--- config.mk ---
export PLATFORM = sky130hd
export DESIGN_NAME = peripheral_ram_dma_channel
export DESIGN_NICKNAME = d
export VERILOG_FILES = /design/src/core/dma_pkg.sv /design/src/core/peripheral_ram_dma_channel.sv
export VERILOG_INCLUDE_DIRS = /design/src /design/src/core
export SDC_FILE = /design/constraint.sdc
export NUM_CORES = 1
export LEC_CHECK = 0
export BUFFER_PORTS_ARGS = -buffer_cell sky130_fd_sc_hd__buf_2
export CORE_ASPECT_RATIO = 0.5
export CORE_MARGIN = 2
export CORE_UTILIZATION = 62
export DETAILED_ROUTE_END_ITERATION = 16
export PLACE_DENSITY = 0.95
export SLEW_MARGIN = 20
export SYNTH_ARGS = -nofsm -noshare
export SYNTH_HDL_FRONTEND = slang
export SYNTH_SLANG_ARGS = --single-unit
--- constraint.sdc ---
create_clock -name ref_clk -period 8.5 [get_ports ref_clk]
set_clock_uncertainty 0.15 [all_clocks]
set_input_delay 0.425 -clock ref_clk [delete_from_list [all_inputs] [get_ports ref_clk]]
set_output_delay 0.425 -clock ref_clk [all_outputs]
set_load 0.01 [all_outputs]
--- src/core/dma_cfg.svh ---
`ifndef DMA_CFG_SVH
`define DMA_CFG_SVH

// Register byte offsets
`define DMA_OFF_PTR    8'h00
`define DMA_OFF_MAXLEN 8'h04
`define DMA_OFF_TRANSFERRED_BYTE_COUNT 8'h08
`define DMA_OFF_LIST   8'h0C
`define DMA_OFF_CTRL   8'h10
`define DMA_OFF_STATUS 8'h14

// Control bits (write only, self clearing)
`define DMA_CTRL_START 0
`define DMA_CTRL_STOP  1

// Status bits
`define DMA_ST_BUSY    0
`define DMA_ST_DONE    1
`define DMA_ST_ADDRERR 2
`define DMA_ST_BUSERR  3
`define DMA_ST_LOST    4

// List mode select value
`define DMA_LIST_LINEAR 1'b1

// Reset values
`define DMA_RST_PTR    32'h0000_0000
`define DMA_RST_MAXLEN 16'h0000

// Default data RAM window
`define DMA_RAM_BASE   32'h2000_0000
`define DMA_RAM_SIZE   32'h0000_6000

`endif

--- src/core/dma_pkg.sv ---
package dma_pkg;

	typedef enum logic [2:0] {
		ST_IDLE = 3'h1,
		ST_ADDR = 3'h2,
		ST_DATA = 3'h4
	} beat_state_t;

	typedef enum logic [1:0] {
		TR_IDLE   = 2'h0,
		TR_NONSEQ = 2'h2
	} htrans_t;

endpackage : dma_pkg

--- src/core/peripheral_ram_dma_channel.sv ---
// Chosen here: the address map and the strobed register port.
`timescale 1ns/1ns
`default_nettype none
`include "dma_cfg.svh"

module dma_fifo #(
	parameter int W = 8,
	parameter int D = 4
) (
	input  wire logic         ref_clk,   // Clock
	input  wire logic         rst_n,     // Sync reset
	input  wire logic         in_valid,  // Fill side valid
	input  wire logic [W-1:0] in_data,   // Fill side data
	output logic              in_ready,  // Fill side ready
	output logic              out_valid, // Drain side valid
	output logic [W-1:0]      out_data,  // Drain side data
	input  wire logic         out_ready  // Drain side ready
);
	localparam int AW = (D > 1) ? $clog2(D) : 1;

	logic [W-1:0]  mem_reg [D];
	logic [AW-1:0] wr_reg, wr_next;
	logic [AW-1:0] rd_reg, rd_next;
	logic [AW:0]   cnt_reg, cnt_next;
	logic          full_reg, full_next;
	logic          empty_reg, empty_next;
	logic          push;
	logic          pop;

	always_comb begin
		push = in_valid & ~full_reg;
		pop = out_ready & ~empty_reg;
		wr_next = wr_reg;
		rd_next = rd_reg;
		if (push) begin
			wr_next = (wr_reg == AW'(D - 1)) ? '0 : wr_reg + 1'b1;
		end
		if (pop) begin
			rd_next = (rd_reg == AW'(D - 1)) ? '0 : rd_reg + 1'b1;
		end
		cnt_next = cnt_reg + (AW+1)'(push) - (AW+1)'(pop);
		full_next = (cnt_next == (AW+1)'(D));
		empty_next = (cnt_next == '0);
	end

	always_ff @(posedge ref_clk) begin
		if (!rst_n) begin
			wr_reg <= '0;
			rd_reg <= '0;
			cnt_reg <= '0;
			full_reg <= 1'b0;
			empty_reg <= 1'b1;
		end else begin
			wr_reg <= wr_next;
			rd_reg <= rd_next;
			cnt_reg <= cnt_next;
			full_reg <= full_next;
			empty_reg <= empty_next;
		end
	end

	// Storage needs no reset; empty flag guards it
	always_ff @(posedge ref_clk) begin
		if (push) begin
			mem_reg[wr_reg] <= in_data;
		end
	end

	assign in_ready = ~full_reg;
	assign out_valid = ~empty_reg;
	assign out_data = mem_reg[rd_reg];

endmodule : dma_fifo

module peripheral_ram_dma_channel #(
	parameter bit          WRITE_CHANNEL = 1'b1,           // 1: peripheral to RAM
	parameter bit          LIST_PRESENT  = 1'b1,           // List register exists
	parameter bit          DROP_ON_STALL = 1'b0,           // Peripheral drops data
	parameter int          CNT_W         = 16,             // Count width
	parameter int          FIFO_DEPTH    = 4,              // Buffer depth
	parameter logic [31:0] RAM_BASE      = `DMA_RAM_BASE,  // RAM window start
	parameter logic [31:0] RAM_SIZE      = `DMA_RAM_SIZE   // RAM window size
) (
	input  wire logic        ref_clk,    // 50 MHz clock
	input  wire logic        rst_n,      // Sync reset, active low
	input  wire logic [7:0]  reg_addr,   // Register byte address
	input  wire logic [31:0] reg_wdata,  // Register write data
	input  wire logic        reg_wr,     // Write strobe
	input  wire logic        reg_rd,     // Read strobe
	output logic [31:0]      reg_rdata,  // Read data, one cycle later
	output logic [31:0]      haddr,      // Bus address
	output logic [1:0]       htrans,     // Bus transfer type
	output logic             hwrite,     // Bus write
	output logic [2:0]       hsize,      // Bus size, always byte
	output logic [31:0]      hwdata,     // Bus write data
	input  wire logic [31:0] hrdata,     // Bus read data
	input  wire logic        hready,     // Bus ready / grant
	input  wire logic        hresp,      // Bus error response
	input  wire logic        src_valid,  // Peripheral byte valid
	input  wire logic [7:0]  src_data,   // Peripheral byte
	output logic             src_ready,  // Channel takes byte
	output logic             snk_valid,  // Byte for peripheral
	output logic [7:0]       snk_data,   // Byte to peripheral
	input  wire logic        snk_ready   // Peripheral takes byte
);
	dma_pkg::beat_state_t st_reg, st_next;

	logic [31:0]      ptr_reg, ptr_next;
	logic [CNT_W-1:0] max_reg, max_next;
	logic [CNT_W-1:0] amt_reg, amt_next;
	logic [CNT_W-1:0] cnt_reg, cnt_next;
	logic [31:0]      cur_reg, cur_next;
	logic             list_reg, list_next;
	logic             busy_reg, busy_next;
	logic             done_reg, done_next;
	logic             aerr_reg, aerr_next;
	logic             berr_reg, berr_next;
	logic             lost_reg, lost_next;
	logic             stop_reg, stop_next;
	logic [7:0]       byte_reg, byte_next;
	logic [31:0]      rdata_reg, rdata_next;
	logic [31:0]      haddr_reg, haddr_next;
	logic [1:0]       htrans_reg, htrans_next;
	logic             hwrite_reg, hwrite_next;
	logic [31:0]      hwdata_reg, hwdata_next;

	logic             fill_valid, fill_ready;
	logic [7:0]       fill_data;
	logic             drain_valid, drain_ready;
	logic [7:0]       drain_data;
	logic             wr_ptr, wr_max, wr_list, wr_ctrl, wr_stat;
	logic             finish;
	logic [31:0]      end_addr;
	logic [7:0]       lane_byte;

	// Peripheral fills on a write channel, the bus fills on a read channel
	dma_fifo #(
		.W (8),
		.D (FIFO_DEPTH)
	) u_fifo (
		.ref_clk   (ref_clk),
		.rst_n     (rst_n),
		.in_valid  (fill_valid),
		.in_data   (fill_data),
		.in_ready  (fill_ready),
		.out_valid (drain_valid),
		.out_data  (drain_data),
		.out_ready (drain_ready)
	);

	always_comb begin
		wr_ptr = reg_wr & (reg_addr == `DMA_OFF_PTR);
		wr_max = reg_wr & (reg_addr == `DMA_OFF_MAXLEN);
		wr_list = reg_wr & (reg_addr == `DMA_OFF_LIST);
		wr_ctrl = reg_wr & (reg_addr == `DMA_OFF_CTRL);
		wr_stat = reg_wr & (reg_addr == `DMA_OFF_STATUS);
		lane_byte = hrdata[{cur_reg[1:0], 3'b000} +: 8];
		end_addr = ptr_reg + 32'(max_reg);
	end

	// Byte streams and the peripheral handshake
	always_comb begin
		fill_valid = 1'b0;
		fill_data = lane_byte;
		drain_ready = 1'b0;
		if (WRITE_CHANNEL) begin
			fill_valid = src_valid;
			fill_data = src_data;
		end else begin
			drain_ready = snk_ready;
		end
		if (WRITE_CHANNEL && st_reg == dma_pkg::ST_IDLE && busy_reg && !stop_reg
			&& cnt_reg != max_reg) begin
			drain_ready = 1'b1;
		end
		if (!WRITE_CHANNEL && st_reg == dma_pkg::ST_DATA && hready && !hresp) begin
			fill_valid = 1'b1;
		end
	end

	always_comb begin
		st_next = st_reg;
		ptr_next = ptr_reg;
		max_next = max_reg;
		amt_next = amt_reg;
		cnt_next = cnt_reg;
		cur_next = cur_reg;
		list_next = list_reg;
		busy_next = busy_reg;
		done_next = done_reg;
		aerr_next = aerr_reg;
		berr_next = berr_reg;
		lost_next = lost_reg;
		stop_next = stop_reg;
		byte_next = byte_reg;
		haddr_next = haddr_reg;
		htrans_next = htrans_reg;
		hwrite_next = hwrite_reg;
		hwdata_next = hwdata_reg;
		finish = 1'b0;

		// Done, error and lost flags clear on write-one (busy does not); a set later in this block wins
		if (wr_stat) begin
			if (reg_wdata[`DMA_ST_DONE]) done_next = 1'b0;
			if (reg_wdata[`DMA_ST_ADDRERR]) aerr_next = 1'b0;
			if (reg_wdata[`DMA_ST_BUSERR]) berr_next = 1'b0;
			if (reg_wdata[`DMA_ST_LOST]) lost_next = 1'b0;
		end
		// Setup registers are frozen while a transfer runs
		if (!busy_reg) begin
			if (wr_ptr) ptr_next = reg_wdata;
			if (wr_max) max_next = reg_wdata[CNT_W-1:0];
			if (wr_list && LIST_PRESENT) list_next = reg_wdata[0];
		end
		// A dropping peripheral loses the byte the full buffer refused
		if (DROP_ON_STALL && WRITE_CHANNEL && src_valid && !fill_ready) begin
			lost_next = 1'b1;
		end
		if (wr_ctrl && reg_wdata[`DMA_CTRL_STOP] && busy_reg) begin
			stop_next = 1'b1;
		end

		unique case (st_reg)
			dma_pkg::ST_IDLE: begin
				if (busy_reg) begin
					if (stop_reg || cnt_reg == max_reg) begin
						finish = 1'b1;
					end else if (WRITE_CHANNEL && drain_valid) begin
						byte_next = drain_data;
						haddr_next = cur_reg;
						htrans_next = dma_pkg::TR_NONSEQ;
						hwrite_next = 1'b1;
						st_next = dma_pkg::ST_ADDR;
					end else if (!WRITE_CHANNEL && fill_ready) begin
						// Room is reserved before the read so returned data never drops
						haddr_next = cur_reg;
						htrans_next = dma_pkg::TR_NONSEQ;
						hwrite_next = 1'b0;
						st_next = dma_pkg::ST_ADDR;
					end
				end else if (wr_ctrl && reg_wdata[`DMA_CTRL_START]) begin
					// Refuse pointers outside data RAM instead of corrupting memory
					if (ptr_reg < RAM_BASE || end_addr > RAM_BASE + RAM_SIZE
						|| end_addr < ptr_reg) begin
						aerr_next = 1'b1;
						done_next = 1'b1;
						amt_next = '0;
					end else begin
						busy_next = 1'b1;
						cnt_next = '0;
						cur_next = ptr_reg;
					end
				end
			end
			dma_pkg::ST_ADDR: begin
				// Held off by a higher-priority master until granted
				if (hready) begin
					htrans_next = dma_pkg::TR_IDLE;
					hwdata_next = {4{byte_reg}};
					st_next = dma_pkg::ST_DATA;
				end
			end
			dma_pkg::ST_DATA: begin
				if (hready) begin
					st_next = dma_pkg::ST_IDLE;
					if (hresp) begin
						berr_next = 1'b1;
						stop_next = 1'b1;
					end else begin
						cnt_next = cnt_reg + 1'b1;
						cur_next = cur_reg + 32'h0000_0001;
					end
				end
			end
			default: begin
				st_next = dma_pkg::ST_IDLE;
			end
		endcase

		if (finish) begin
			busy_next = 1'b0;
			stop_next = 1'b0;
			done_next = 1'b1;
			amt_next = cnt_reg;
			// Next item sits right after this one; no link word is kept
			if (list_reg == `DMA_LIST_LINEAR && cnt_reg == max_reg) begin
				ptr_next = ptr_reg + 32'(max_reg);
			end
		end
	end

	always_comb begin
		rdata_next = 32'h0000_0000;
		if (reg_rd) begin
			unique case (reg_addr)
				`DMA_OFF_PTR:    rdata_next = ptr_reg;
				`DMA_OFF_MAXLEN: rdata_next = 32'(max_reg);
				`DMA_OFF_TRANSFERRED_BYTE_COUNT: rdata_next = 32'(amt_reg);
				`DMA_OFF_LIST:   rdata_next = {31'h0000_0000, list_reg};
				`DMA_OFF_STATUS: begin
					rdata_next[`DMA_ST_BUSY] = busy_reg;
					rdata_next[`DMA_ST_DONE] = done_reg;
					rdata_next[`DMA_ST_ADDRERR] = aerr_reg;
					rdata_next[`DMA_ST_BUSERR] = berr_reg;
					rdata_next[`DMA_ST_LOST] = lost_reg;
				end
				default:         rdata_next = 32'h0000_0000;
			endcase
		end
	end

	always_ff @(posedge ref_clk) begin
		if (!rst_n) begin
			st_reg <= dma_pkg::ST_IDLE;
			ptr_reg <= `DMA_RST_PTR;
			max_reg <= `DMA_RST_MAXLEN;
			amt_reg <= '0;
			cnt_reg <= '0;
			cur_reg <= 32'h0000_0000;
			list_reg <= 1'b0;
			busy_reg <= 1'b0;
			done_reg <= 1'b0;
			aerr_reg <= 1'b0;
			berr_reg <= 1'b0;
			lost_reg <= 1'b0;
			stop_reg <= 1'b0;
			byte_reg <= 8'h00;
			rdata_reg <= 32'h0000_0000;
			haddr_reg <= 32'h0000_0000;
			htrans_reg <= dma_pkg::TR_IDLE;
			hwrite_reg <= 1'b0;
			hwdata_reg <= 32'h0000_0000;
		end else begin
			st_reg <= st_next;
			ptr_reg <= ptr_next;
			max_reg <= max_next;
			amt_reg <= amt_next;
			cnt_reg <= cnt_next;
			cur_reg <= cur_next;
			list_reg <= list_next;
			busy_reg <= busy_next;
			done_reg <= done_next;
			aerr_reg <= aerr_next;
			berr_reg <= berr_next;
			lost_reg <= lost_next;
			stop_reg <= stop_next;
			byte_reg <= byte_next;
			rdata_reg <= rdata_next;
			haddr_reg <= haddr_next;
			htrans_reg <= htrans_next;
			hwrite_reg <= hwrite_next;
			hwdata_reg <= hwdata_next;
		end
	end

	assign reg_rdata = rdata_reg;
	assign haddr = haddr_reg;
	assign htrans = htrans_reg;
	assign hwrite = hwrite_reg;
	assign hsize = 3'h0;
	assign hwdata = hwdata_reg;
	assign src_ready = WRITE_CHANNEL ? fill_ready : 1'b0;
	assign snk_valid = WRITE_CHANNEL ? 1'b0 : drain_valid;
	assign snk_data = WRITE_CHANNEL ? 8'h00 : drain_data;

endmodule : peripheral_ram_dma_channel

`default_nettype wire

==> impl_metrics.csv, run 1 <==
group,metric,value,unit
outcome,status,"complete, but fails checks",
outcome,violations,"negative hold slack",
timing,min_period_over_period,0.756,
floorplan,core_area,0.0204,sq mm
setup_path,cpMaxStageDelayCell,"and2_4",
setup_path,critical_path_required,8.77,ns
setup_path,r2r-start,"ptr_reg[11]",
clock_network,cts_sinks,244,
min_path,hold_class,"in2reg",
drt,postRouteAntennaNets,0,
synthesis,seq_area_frac_synth,0.406,
floorplan,rows,37,
setup_path,cp-end-kind,"register",
drt,vias_per_cell,6.27,
clock_network,clk_pin_slew,0.07,ns
setup_path,max_stage_delay,0.72,ns
setup_path,worstPathMaxFanout,68,
drt,drt_first_pass_iters,7,
clock_network,cts_root_buf,"clkbuf_16",
clock_network,tritoncts,"built",
clock_network,cts_buffers,23,
global_routing,grt_pass1_wl,58400,microns
timing,setup_viol,0,
synthesis,synth.avg_cell_area,8.30,sq um
setup_path,path_buf_inv,0,
run,max_cap_violations,0,
placed_design,numPortBuffers,153,
floorplan,die-height,106,microns
setup_path,arrival,6.70,ns
timing,min_period,6.43,ns
global_routing,track_usage,0.330,
synthesis,ys_types,68,
synthesis,ys.flop_type,"dfxtp_1",
final_layout,drive_gt1_frac,0.142,
final_layout,fin_area,0.0143,sq mm
global_routing,grt_pass1_vias,11000,
power,vdd.ir_drop.worst,0.000156,V
drt,initialDrtViolationCount,1638,
placed_design,dp_hpwl,24300,microns
synthesis,syn_area,0.0128,sq mm
global_routing,antenna_found_initial,0,
floorplan,initial_core_util,0.627,
clock_network,clkLatencyLatePin,0.54,ns
synthesis,yosysWarnings,0,
clock_network,cts_max_level,1,
min_path,hp-start,"reg_wdata[16]",
timing,fin_hold_ws,-0.00187,ns
final_layout,final_nets,1755,
drt,wire_per_inst,19.5,microns
timing,max_freq,156,MHz
placed_design,place_congestion,0.969,
global_routing,grt_overflow,0,
setup_path,critPathTopFamily,"simple AND/OR/NAND/NOR gates",
synthesis,synth_edf_count,32,
synthesis,ys_ff_latch,244,
timing,report.final.hold_viol_count,1,
timing,grt_setup_unrepaired,"false",
power,power,0.00235,W
final_layout,syn_to_final_growth,11.3,%
final_layout,fill_cells,1483,
setup_path,worst_setup_path_start_kind,"register",
final_layout,antenna_cells,0,
synthesis,synthCells,1543,
final_layout,utilization,0.698,
floorplan,dieArea,0.0219,sq mm
global_routing,grt_max_degree,83,
placed_design,dpl_cell_area,0.0134,sq mm
drt,vias,12000,
timing,fin_tns_setup,0,ns
floorplan,die_x,207,microns
drt,wl,37100,microns
drt,drcViolationCount,0,
timing,final_max_slew_viol_count,0,
power,p_leak,5.60,nW
floorplan,num_io_pins,200,
setup_path,path_class,"reg2reg",
power,cellPowerDensity,165,mW/mm^2
timing,slew_headroom,0.344,
timing,worst_pin_slew,0.984,ns
setup_path,cpMostUsedCell,"nor2_1",
setup_path,crit_chain,"ha_1, and2_1, nand2_1, nor4b_1, nor2_1, a21boi_0, o21ai_0, nand2b_1, a21oi_1, nor2_1, nand2_1, nor3_1, ha_1, xnor2_1, nor2_1, mux2i_1, a21o_1, o211ai_1, o2111ai_2, and2_4, a211oi_1, a2111oi_0",
setup_path,startpoint,"ptr_reg[11]",
clock_network,max-clock-path-buffers,3,
synthesis,async_reset_ff_frac,0,
## worst paths after layout
| path | depth (start not counted) | slack (ns) | endpoint |
|---|---|---|---|
| setup / recovery | 22 | 2.07 | cur_reg[28] |
| hold / removal | 3 | -0.002 | ptr_reg[16] |
| setup reg to reg | 22 | 2.07 | cur_reg[28] |
| hold reg to reg | 2 | 0.30 | haddr[25] |
## report_power, final
group          internal [W]  switching (W)  leakage (nW)
clock              0.000592       0.000474         0.360
combinational     0.0000355      0.0000594          3.24
sequential          0.00118     0.00000783          2.00
## routing by layer
layer / wire [microns] / global-route usage
met1: 15000 / 0.448
met2: 16400 / 0.519
met3: 4640 / 0.0897
met4: 1070 / 0.0929
met5: 0 / 0
## cell usage in the layout (no fill, tap or decap), types with 15 or more instances in the layout
| cell | count |
|---|---|
| clkbuf_16 | 23 |
| ha_1 | 47 |
| buf_2 | 153 |
| dfxtp_1 | 212 |
| o32ai_1 | 21 |
| nor3_1 | 33 |
| and2_1 | 20 |
| nor2_1 | 136 |
| nand3_1 | 42 |
| nand2_1 | 254 |
| xnor2_1 | 38 |
| o21ai_0 | 38 |
| edfxtp_1 | 32 |
| mux2i_1 | 37 |
| nor2b_1 | 22 |
| a21boi_0 | 28 |
| nand4_1 | 17 |
| a311oi_1 | 26 |
| inv_1 | 57 |
| nor4_1 | 15 |
| a21oi_1 | 146 |
## through the flow
stage                     cells  setup WS [ns]
final                      1906           2.07
after global routing       1906           1.75
after CTS                  1905           2.25
after detailed placement   1856           2.30
after global placement     1856           2.39
after floorplan            1555           3.74
## Yosys cell counts (all sizes together), types with 5 or more instances
library cell,instances,area share
o211ai,11,0.0064
clkbuf,83,0.024
dfxtp,212,0.33
or3,12,0.0059
nor3,34,0.013
inv,58,0.017
a21boi,28,0.016
o31ai,7,0.0041
xor2,10,0.0068
and3,11,0.0054
mux4,9,0.016
nand2b,14,0.0068
o21ai,38,0.015
mux2i,37,0.029
a211oi,11,0.0064
a311oi,26,0.018
or2,7,0.0034
o21a,8,0.0047
a22oi,13,0.0076
a21oi,146,0.057
nand3b,5,0.0029
nand4,17,0.0083
and4,5,0.0034
edfxtp,32,0.075
nor4,15,0.0073
nor2b,22,0.011
xnor2,38,0.026
nor2,138,0.040
o22ai,5,0.0024
and2,21,0.010
nand2,254,0.074
a21o,6,0.0035
ha,47,0.046
nand3,42,0.016
o32ai,21,0.014
buf,52,0.027
a31oi,6,0.0029
## cells by family (layout without fill, tap and decap cells)
kind of cell,Yosys count,in the layout,synth area share
flops,244,244,0.406
xor+xnor,48,48,0.0328
mux,48,48,0.0465
compound gates,353,353,0.181
buf+inv,194,272,0.0686
simple gates,606,606,0.215
fa+ha+maj,49,49,0.0490
other cells,1,13,0.000293
## repair_timing
item                      4_1_cts  5_1_grt
setup buffers                   0        0
hold buffers                    9        0
hold endpoints to repair       33        0
resized for setup               0        0
## worst min-delay path, delay by kind of cell
family / cells / cell delay [ns]
buf+inv: 1 / 0.10
compound gates: 1 / 0.08
simple gates: 1 / 0.05
## final cells by class
class	count	area (sq um)	share of cell area
Tap cell	273	342	0.0240
Timing Repair Buffer	173	946	0.0664
Clock buffer	26	587	0.0412
Sequential cell	244	5200	0.365
Clock inverter	14	163	0.0114
Multi-Input combinational cell	1117	6790	0.476
Inverter	59	223	0.0156
Power figures use the tool's default switching activity.
==> run 2, diff against run 1 <==
- CORE_UTILIZATION: 62 -> 52
- PLACE_DENSITY: 0.95 -> 0.87
- clock period: 8.5 -> 5.8 ns (I/O delays scaled with it)
==> run 2 against run 1 <==
Effect of this change: the flow now finishes without violations; hold slack improved by 0.060 ns; final area rose by 4.4%; non-clock buffer count rose by 52; largest cell class unchanged.
==> impl_metrics.csv, run 2 (synthesis gave the netlist of run 1 again) <==
group,metric,value,unit
timing,worst_pin_slew,1.13,ns
global_routing,antenna_found_initial,0,
floorplan,die-height,115,microns
global_routing,grt_pass1_wl,57900,microns
clock_network,cts_sinks,244,
drt,wl,38000,microns
drt,vias,12100,
timing,worst_slack,0.290,ns
power,cellPowerDensity,233,mW/mm^2
global_routing,grt_pass1_vias,11000,
setup_path,r2r-start,"max_reg[0]",
clock_network,clk_pin_slew,0.07,ns
final_layout,fill_cells,1946,
setup_path,r2r-end,"cur_reg[15]",
timing,report.final.hold_viol_count,0,
placed_design,place_congestion,0.920,
final_layout,layoutNonFillerInstCount,2024,
clock_network,cts_root_buf,"clkbuf_16",
timing,final_max_slew_viol_count,0,
global_routing,grt_max_degree,92,
floorplan,initial_core_util,0.532,
timing,grt_setup_unrepaired,"true",
power,vdd.ir_drop.worst,0.000240,V
run,max_cap_violations,0,
placed_design,place_inst,1934,
timing,slew_headroom,0.238,
setup_path,worst_setup_path_start_kind,"register",
floorplan,die_x,226,microns
floorplan,rows,40,
global_routing,track_usage,0.279,
placed_design,dp_hpwl,25100,microns
setup_path,worstPathMaxFanout,9,
setup_path,endpoint,"cur_reg[15]",
outcome,status,"complete, no violations",
floorplan,dieArea,0.0260,sq mm
floorplan,core_area,0.0241,sq mm
final_layout,syn_to_final_growth,16.2,%
clock_network,clkLatencyLatePin,0.54,ns
final_layout,final_common_cell,"nand2_1",
drt,drcViolationCount,0,
final_layout,multiInputGateArea,0.00686,sq mm
final_layout,drive_gt1_frac,0.155,
drt,postRouteAntennaNets,0,
floorplan,num_io_pins,200,
final_layout,final_nets,1809,
placed_design,numPortBuffers,153,
clock_network,max-clock-path-buffers,3,
final_layout,seq_area,0.00520,sq mm
clock_network,cts_buffers,23,
drt,vias_per_cell,5.98,
drt,initialDrtViolationCount,1455,
setup_path,arrival,5.75,ns
setup_path,cp-end-kind,"register",
power,power,0.00346,W
final_layout,antenna_cells,0,
setup_path,path_class,"reg2reg",
timing,setup_viol,0,
timing,max_freq,181,MHz
power,p_leak,5.84,nW
global_routing,grt_overflow,0,
min_path,hold_class,"in2reg",
drt,wire_per_inst,18.8,microns
setup_path,critical_path_required,6.04,ns
timing,min_period,5.51,ns
clock_network,cts_max_level,1,
placed_design,dp_slack,0.330,ns
setup_path,r2r_cells,22,
drt,drt_first_pass_iters,6,
setup_path,reg2reg_setup_slack,0.29,ns
final_layout,layout_common_cells,"nand2_1 (253), dfxtp_1 (212), buf_2 (154), a21oi_1 (145), nor2_1 (136)",
setup_path,startpoint,"max_reg[0]",
clock_network,tritoncts,"built",
timing,min_period_over_period,0.950,
## run 2: cell count changes in the layout (fill, tap and decap cells not counted), moves of 2 or more
cell,change
buf_4,+18
clkbuf_1,+2
clkbuf_8,+5
clkinv_2,-2
dlygate4sd3_1,+33
nor4_1,-2
nor4_2,+2
## run 2: worst max-delay path, cell delays in order (launching register included)
cell	delay (ns)
dfxtp_1	0.35
ha_1	0.24
fa_1	0.44
a21o_1	0.25
a221oi_4	0.34
nor4b_2	0.10
buf_4	0.15
or3_1	0.37
o211ai_1	0.14
ha_1	0.30
a21o_1	0.19
a21o_1	0.18
nor3_1	0.17
o21ai_0	0.14
a311o_1	0.34
o21ai_0	0.14
o211ai_1	0.19
o2111ai_2	0.39
buf_4	0.18
buf_2	0.17
nand2_2	0.18
a21oi_1	0.22
nor3_1	0.06
## run 2: worst min path at each step
stage | from | end | slack [ns] | depth (start not counted)
final | hresp | stop_reg | 0.06 | 4
after global routing | hresp | stop_reg | 0.07 | 4
after global placement | byte_reg[5] | hwdata[29] | 0.29 | 2
after floorplan | src_data[0] | u_fifo.mem_reg[0][0] | 0.24 | 0
after detailed placement | haddr[22] | haddr[22] | 0.30 | 2
after CTS | hresp | stop_reg | 0.04 | 4
## run 2: what timing repair did
item / CTS / global route
resized for setup: 0 / 13
endpoints found under the hold margin: 89 / 0
setup buffers: 0 / 4
hold buffers: 42 / 0
endpoints found under the setup margin: 0 / 50
## run 2: power breakdown
part           switching, W  total, W  internal (W)
clock              0.000667   0.00155      0.000888
sequential        0.0000103   0.00175       0.00174
combinational     0.0000940  0.000161     0.0000672
total              0.000771   0.00346       0.00269
## run 2: layer usage
metal | part of all wire | track usage | vias to the layer above
met5 | 0 | 0 | -
met2 | 0.45 | 0.441 | 679
li1 | - | - | 5653
met1 | 0.41 | 0.375 | 5677
met3 | 0.11 | 0.0647 | 104
met4 | 0.032 | 0.103 | 0
## run 2: through the flow
step	area, sq um	setup TNS [ns]	utilization	hold WS, ns
final	14900	0	0.618	0.0579
after global routing	14900	-0.139	0.618	0.0709
after CTS	14800	0	0.613	0.0442
after detailed placement	13600	0	0.564	0.295
after global placement	13600	0	0.564	0.287
after floorplan	12900	0	-	0.239
## run 2: final cells by class
cell class | count | area share
clock buffer | 33 | 0.0446
clock inverter | 8 | 0.00689
inverter | 59 | 0.0150
multi-input combinational | 1119 | 0.461
sequential | 244 | 0.350
tap | 336 | 0.0282
timing repair buffer | 225 | 0.0949
==> run 3, diff against run 2 <==
- CORE_ASPECT_RATIO: 0.5 -> 0.8
==> run 3 against run 2 <==
Effect of this change: final cell count decreased by 0.84%; global-route usage decreased by 1.5 points; clock power is 13% higher; flip-flop and latch count is the same; fmax is essentially flat; critical endpoint is now cur_reg[28].
==> impl_metrics.csv, run 3 (synthesis gave the netlist of run 1 again) <==
group,metric,value,unit
power,cellPowerDensity,244,mW/mm^2
timing,setup_viol,0,
min_path,hp-start,"hresp",
floorplan,num_io_pins,200,
final_layout,antenna_cells,0,
timing,worst_pin_slew,1.10,ns
final_layout,layout_common_cells,"nand2_1 (251), dfxtp_1 (212), buf_2 (153), a21oi_1 (145), nor2_1 (136)",
power,power,0.00366,W
placed_design,place_inst,1909,
floorplan,die-height,144,microns
final_layout,fill_cells,2008,
placed_design,numPortBuffers,153,
final_layout,utilization,0.618,
power,p_leak,5.91,nW
floorplan,rows,51,
setup_path,crit_chain,"ha_1, fa_1, a21o_1, a221oi_4, nor4b_4, nor2_1, a21boi_0, o21ai_1, nand2b_1, a21oi_2, nor2_1, and4_1, ha_1, xor2_2, nand2b_1, mux2i_1, o311ai_0, o211ai_1, o2111ai_2, and2_4, buf_4, a211oi_1, a2111oi_0",
timing,report.final.hold_viol_count,0,
global_routing,grt_overflow,0,
global_routing,antenna_found_initial,0,
timing,max_freq,182,MHz
final_layout,fin_area,0.0150,sq mm
setup_path,r2r_cells,23,
timing,min_period_over_period,0.949,
setup_path,cpMaxStageDelayCell,"o2111ai_2",
power,vdd.ir_drop.worst,0.000269,V
final_layout,syn_to_final_growth,17.0,%
clock_network,tritoncts,"built",
outcome,status,"complete, no violations",
setup_path,r2r-start,"ptr_reg[0]",
setup_path,critical_path_required,6.07,ns
placed_design,dpl_cell_area,0.0135,sq mm
clock_network,max-clock-path-buffers,3,
setup_path,r2r-end,"cur_reg[28]",
placed_design,place_congestion,0.938,
floorplan,initial_core_util,0.528,
drt,drcViolationCount,0,
setup_path,reg2reg_setup_slack,0.29,ns
floorplan,dieArea,0.0259,sq mm
floorplan,core_area,0.0242,sq mm
setup_path,worstPathMaxFanout,5,
drt,vias,12000,
setup_path,worst_setup_path_start_kind,"register",
min_path,worstHoldPathCells,4,
placed_design,dp_hpwl,24700,microns
setup_path,path_class,"reg2reg",
setup_path,cp-end-kind,"register",
final_layout,layoutNonFillerInstCount,2007,
clock_network,cts_sinks,244,
clock_network,clkLatencyLatePin,0.56,ns
drt,vias_per_cell,5.97,
floorplan,die_x,179,microns
clock_network,cts_buffers,26,
final_layout,drive_gt1_frac,0.156,
global_routing,grt_pass1_vias,11000,
min_path,hold_end,"berr_reg",
drt,initialDrtViolationCount,1267,
final_layout,final_common_cell,"nand2_1",
drt,postRouteAntennaNets,0,
drt,wl,36600,microns
setup_path,arrival,5.77,ns
min_path,hold_class,"in2reg",
timing,slew_headroom,0.265,
setup_path,max_stage_delay,0.43,ns
drt,wire_per_inst,18.2,microns
drt,drt_first_pass_iters,7,
clock_network,cts_root_buf,"clkbuf_16",
global_routing,track_usage,0.264,
global_routing,grt_max_degree,71,
clock_network,cts_max_level,1,
timing,final_max_slew_viol_count,0,
run,max_cap_violations,0,
setup_path,startpoint,"ptr_reg[0]",
clock_network,clk_pin_slew,0.07,ns
timing,min_period,5.51,ns
global_routing,grt_pass1_wl,56500,microns
final_layout,final_nets,1807,
run 3: worst max-delay path: cells and delay by family (launching register included):
kind	cells	cell delay (ns)
AOI/OAI and AO/OA	10	2.40
xor gates and xnor gates	1	0.17
adders and majority gates	3	1.00
buffers and inverters	1	0.16
DFF	1	0.35
muxes	1	0.07
and+or+nand+nor	7	1.06
run 3: final cells by class:
type | instances | area [sq um] | share of cell area
Clock buffer | 36 | 749 | 0.0500
Clock inverter | 11 | 168 | 0.0112
Inverter | 59 | 223 | 0.0149
Timing Repair Buffer | 219 | 1370 | 0.0916
Multi-Input combinational cell | 1120 | 6870 | 0.459
Sequential cell | 244 | 5200 | 0.347
Tap cell | 318 | 398 | 0.0265
run 3: worst max-delay path by stage:
| stage | slack (ns) | cells after the start | end |
|---|---|---|---|
| after global routing | -0.01 | 24 | cnt_reg[11] |
| after global placement | 0.33 | 24 | cur_reg[19] |
| after floorplan | 1.04 | 24 | cur_reg[14] |
| after detailed placement | 0.19 | 24 | cur_reg[19] |
| final | 0.29 | 23 | cur_reg[28] |
| after CTS | 0.13 | 24 | cur_reg[19] |
run 3: what timing repair did:
action / CTS / global route
hold buffers: 43 / 0
resized for setup: 0 / 15
endpoints found under the setup margin: 0 / 66
buffers inserted: 0 / 5
hold endpoints to repair: 96 / 0
run 3: stage by stage:
step                      hold WS, ns  setup TNS, ns  setup WS [ns]
after floorplan                 0.239              0           1.04
after global placement          0.291              0          0.334
after detailed placement        0.294              0          0.188
after CTS                      0.0152              0          0.131
after global routing           0.0519        -0.0109        -0.0109
final                          0.0194              0          0.293
run 3: layer usage:
metal	vias to the layer above	wire, microns	track usage
met5	-	0	0
met1	5576	15300	0.346
li1	5649	-	-
met3	106	3440	0.0476
met2	642	16600	0.444
met4	0	1240	0.0903
run 3: power by group:
part / leakage, nW / internal [W] / switching, W
registers: 2.00 / 0.00174 / 0.00000957
clock network: 0.439 / 0.00104 / 0.000709
logic: 3.47 / 0.0000682 / 0.0000905
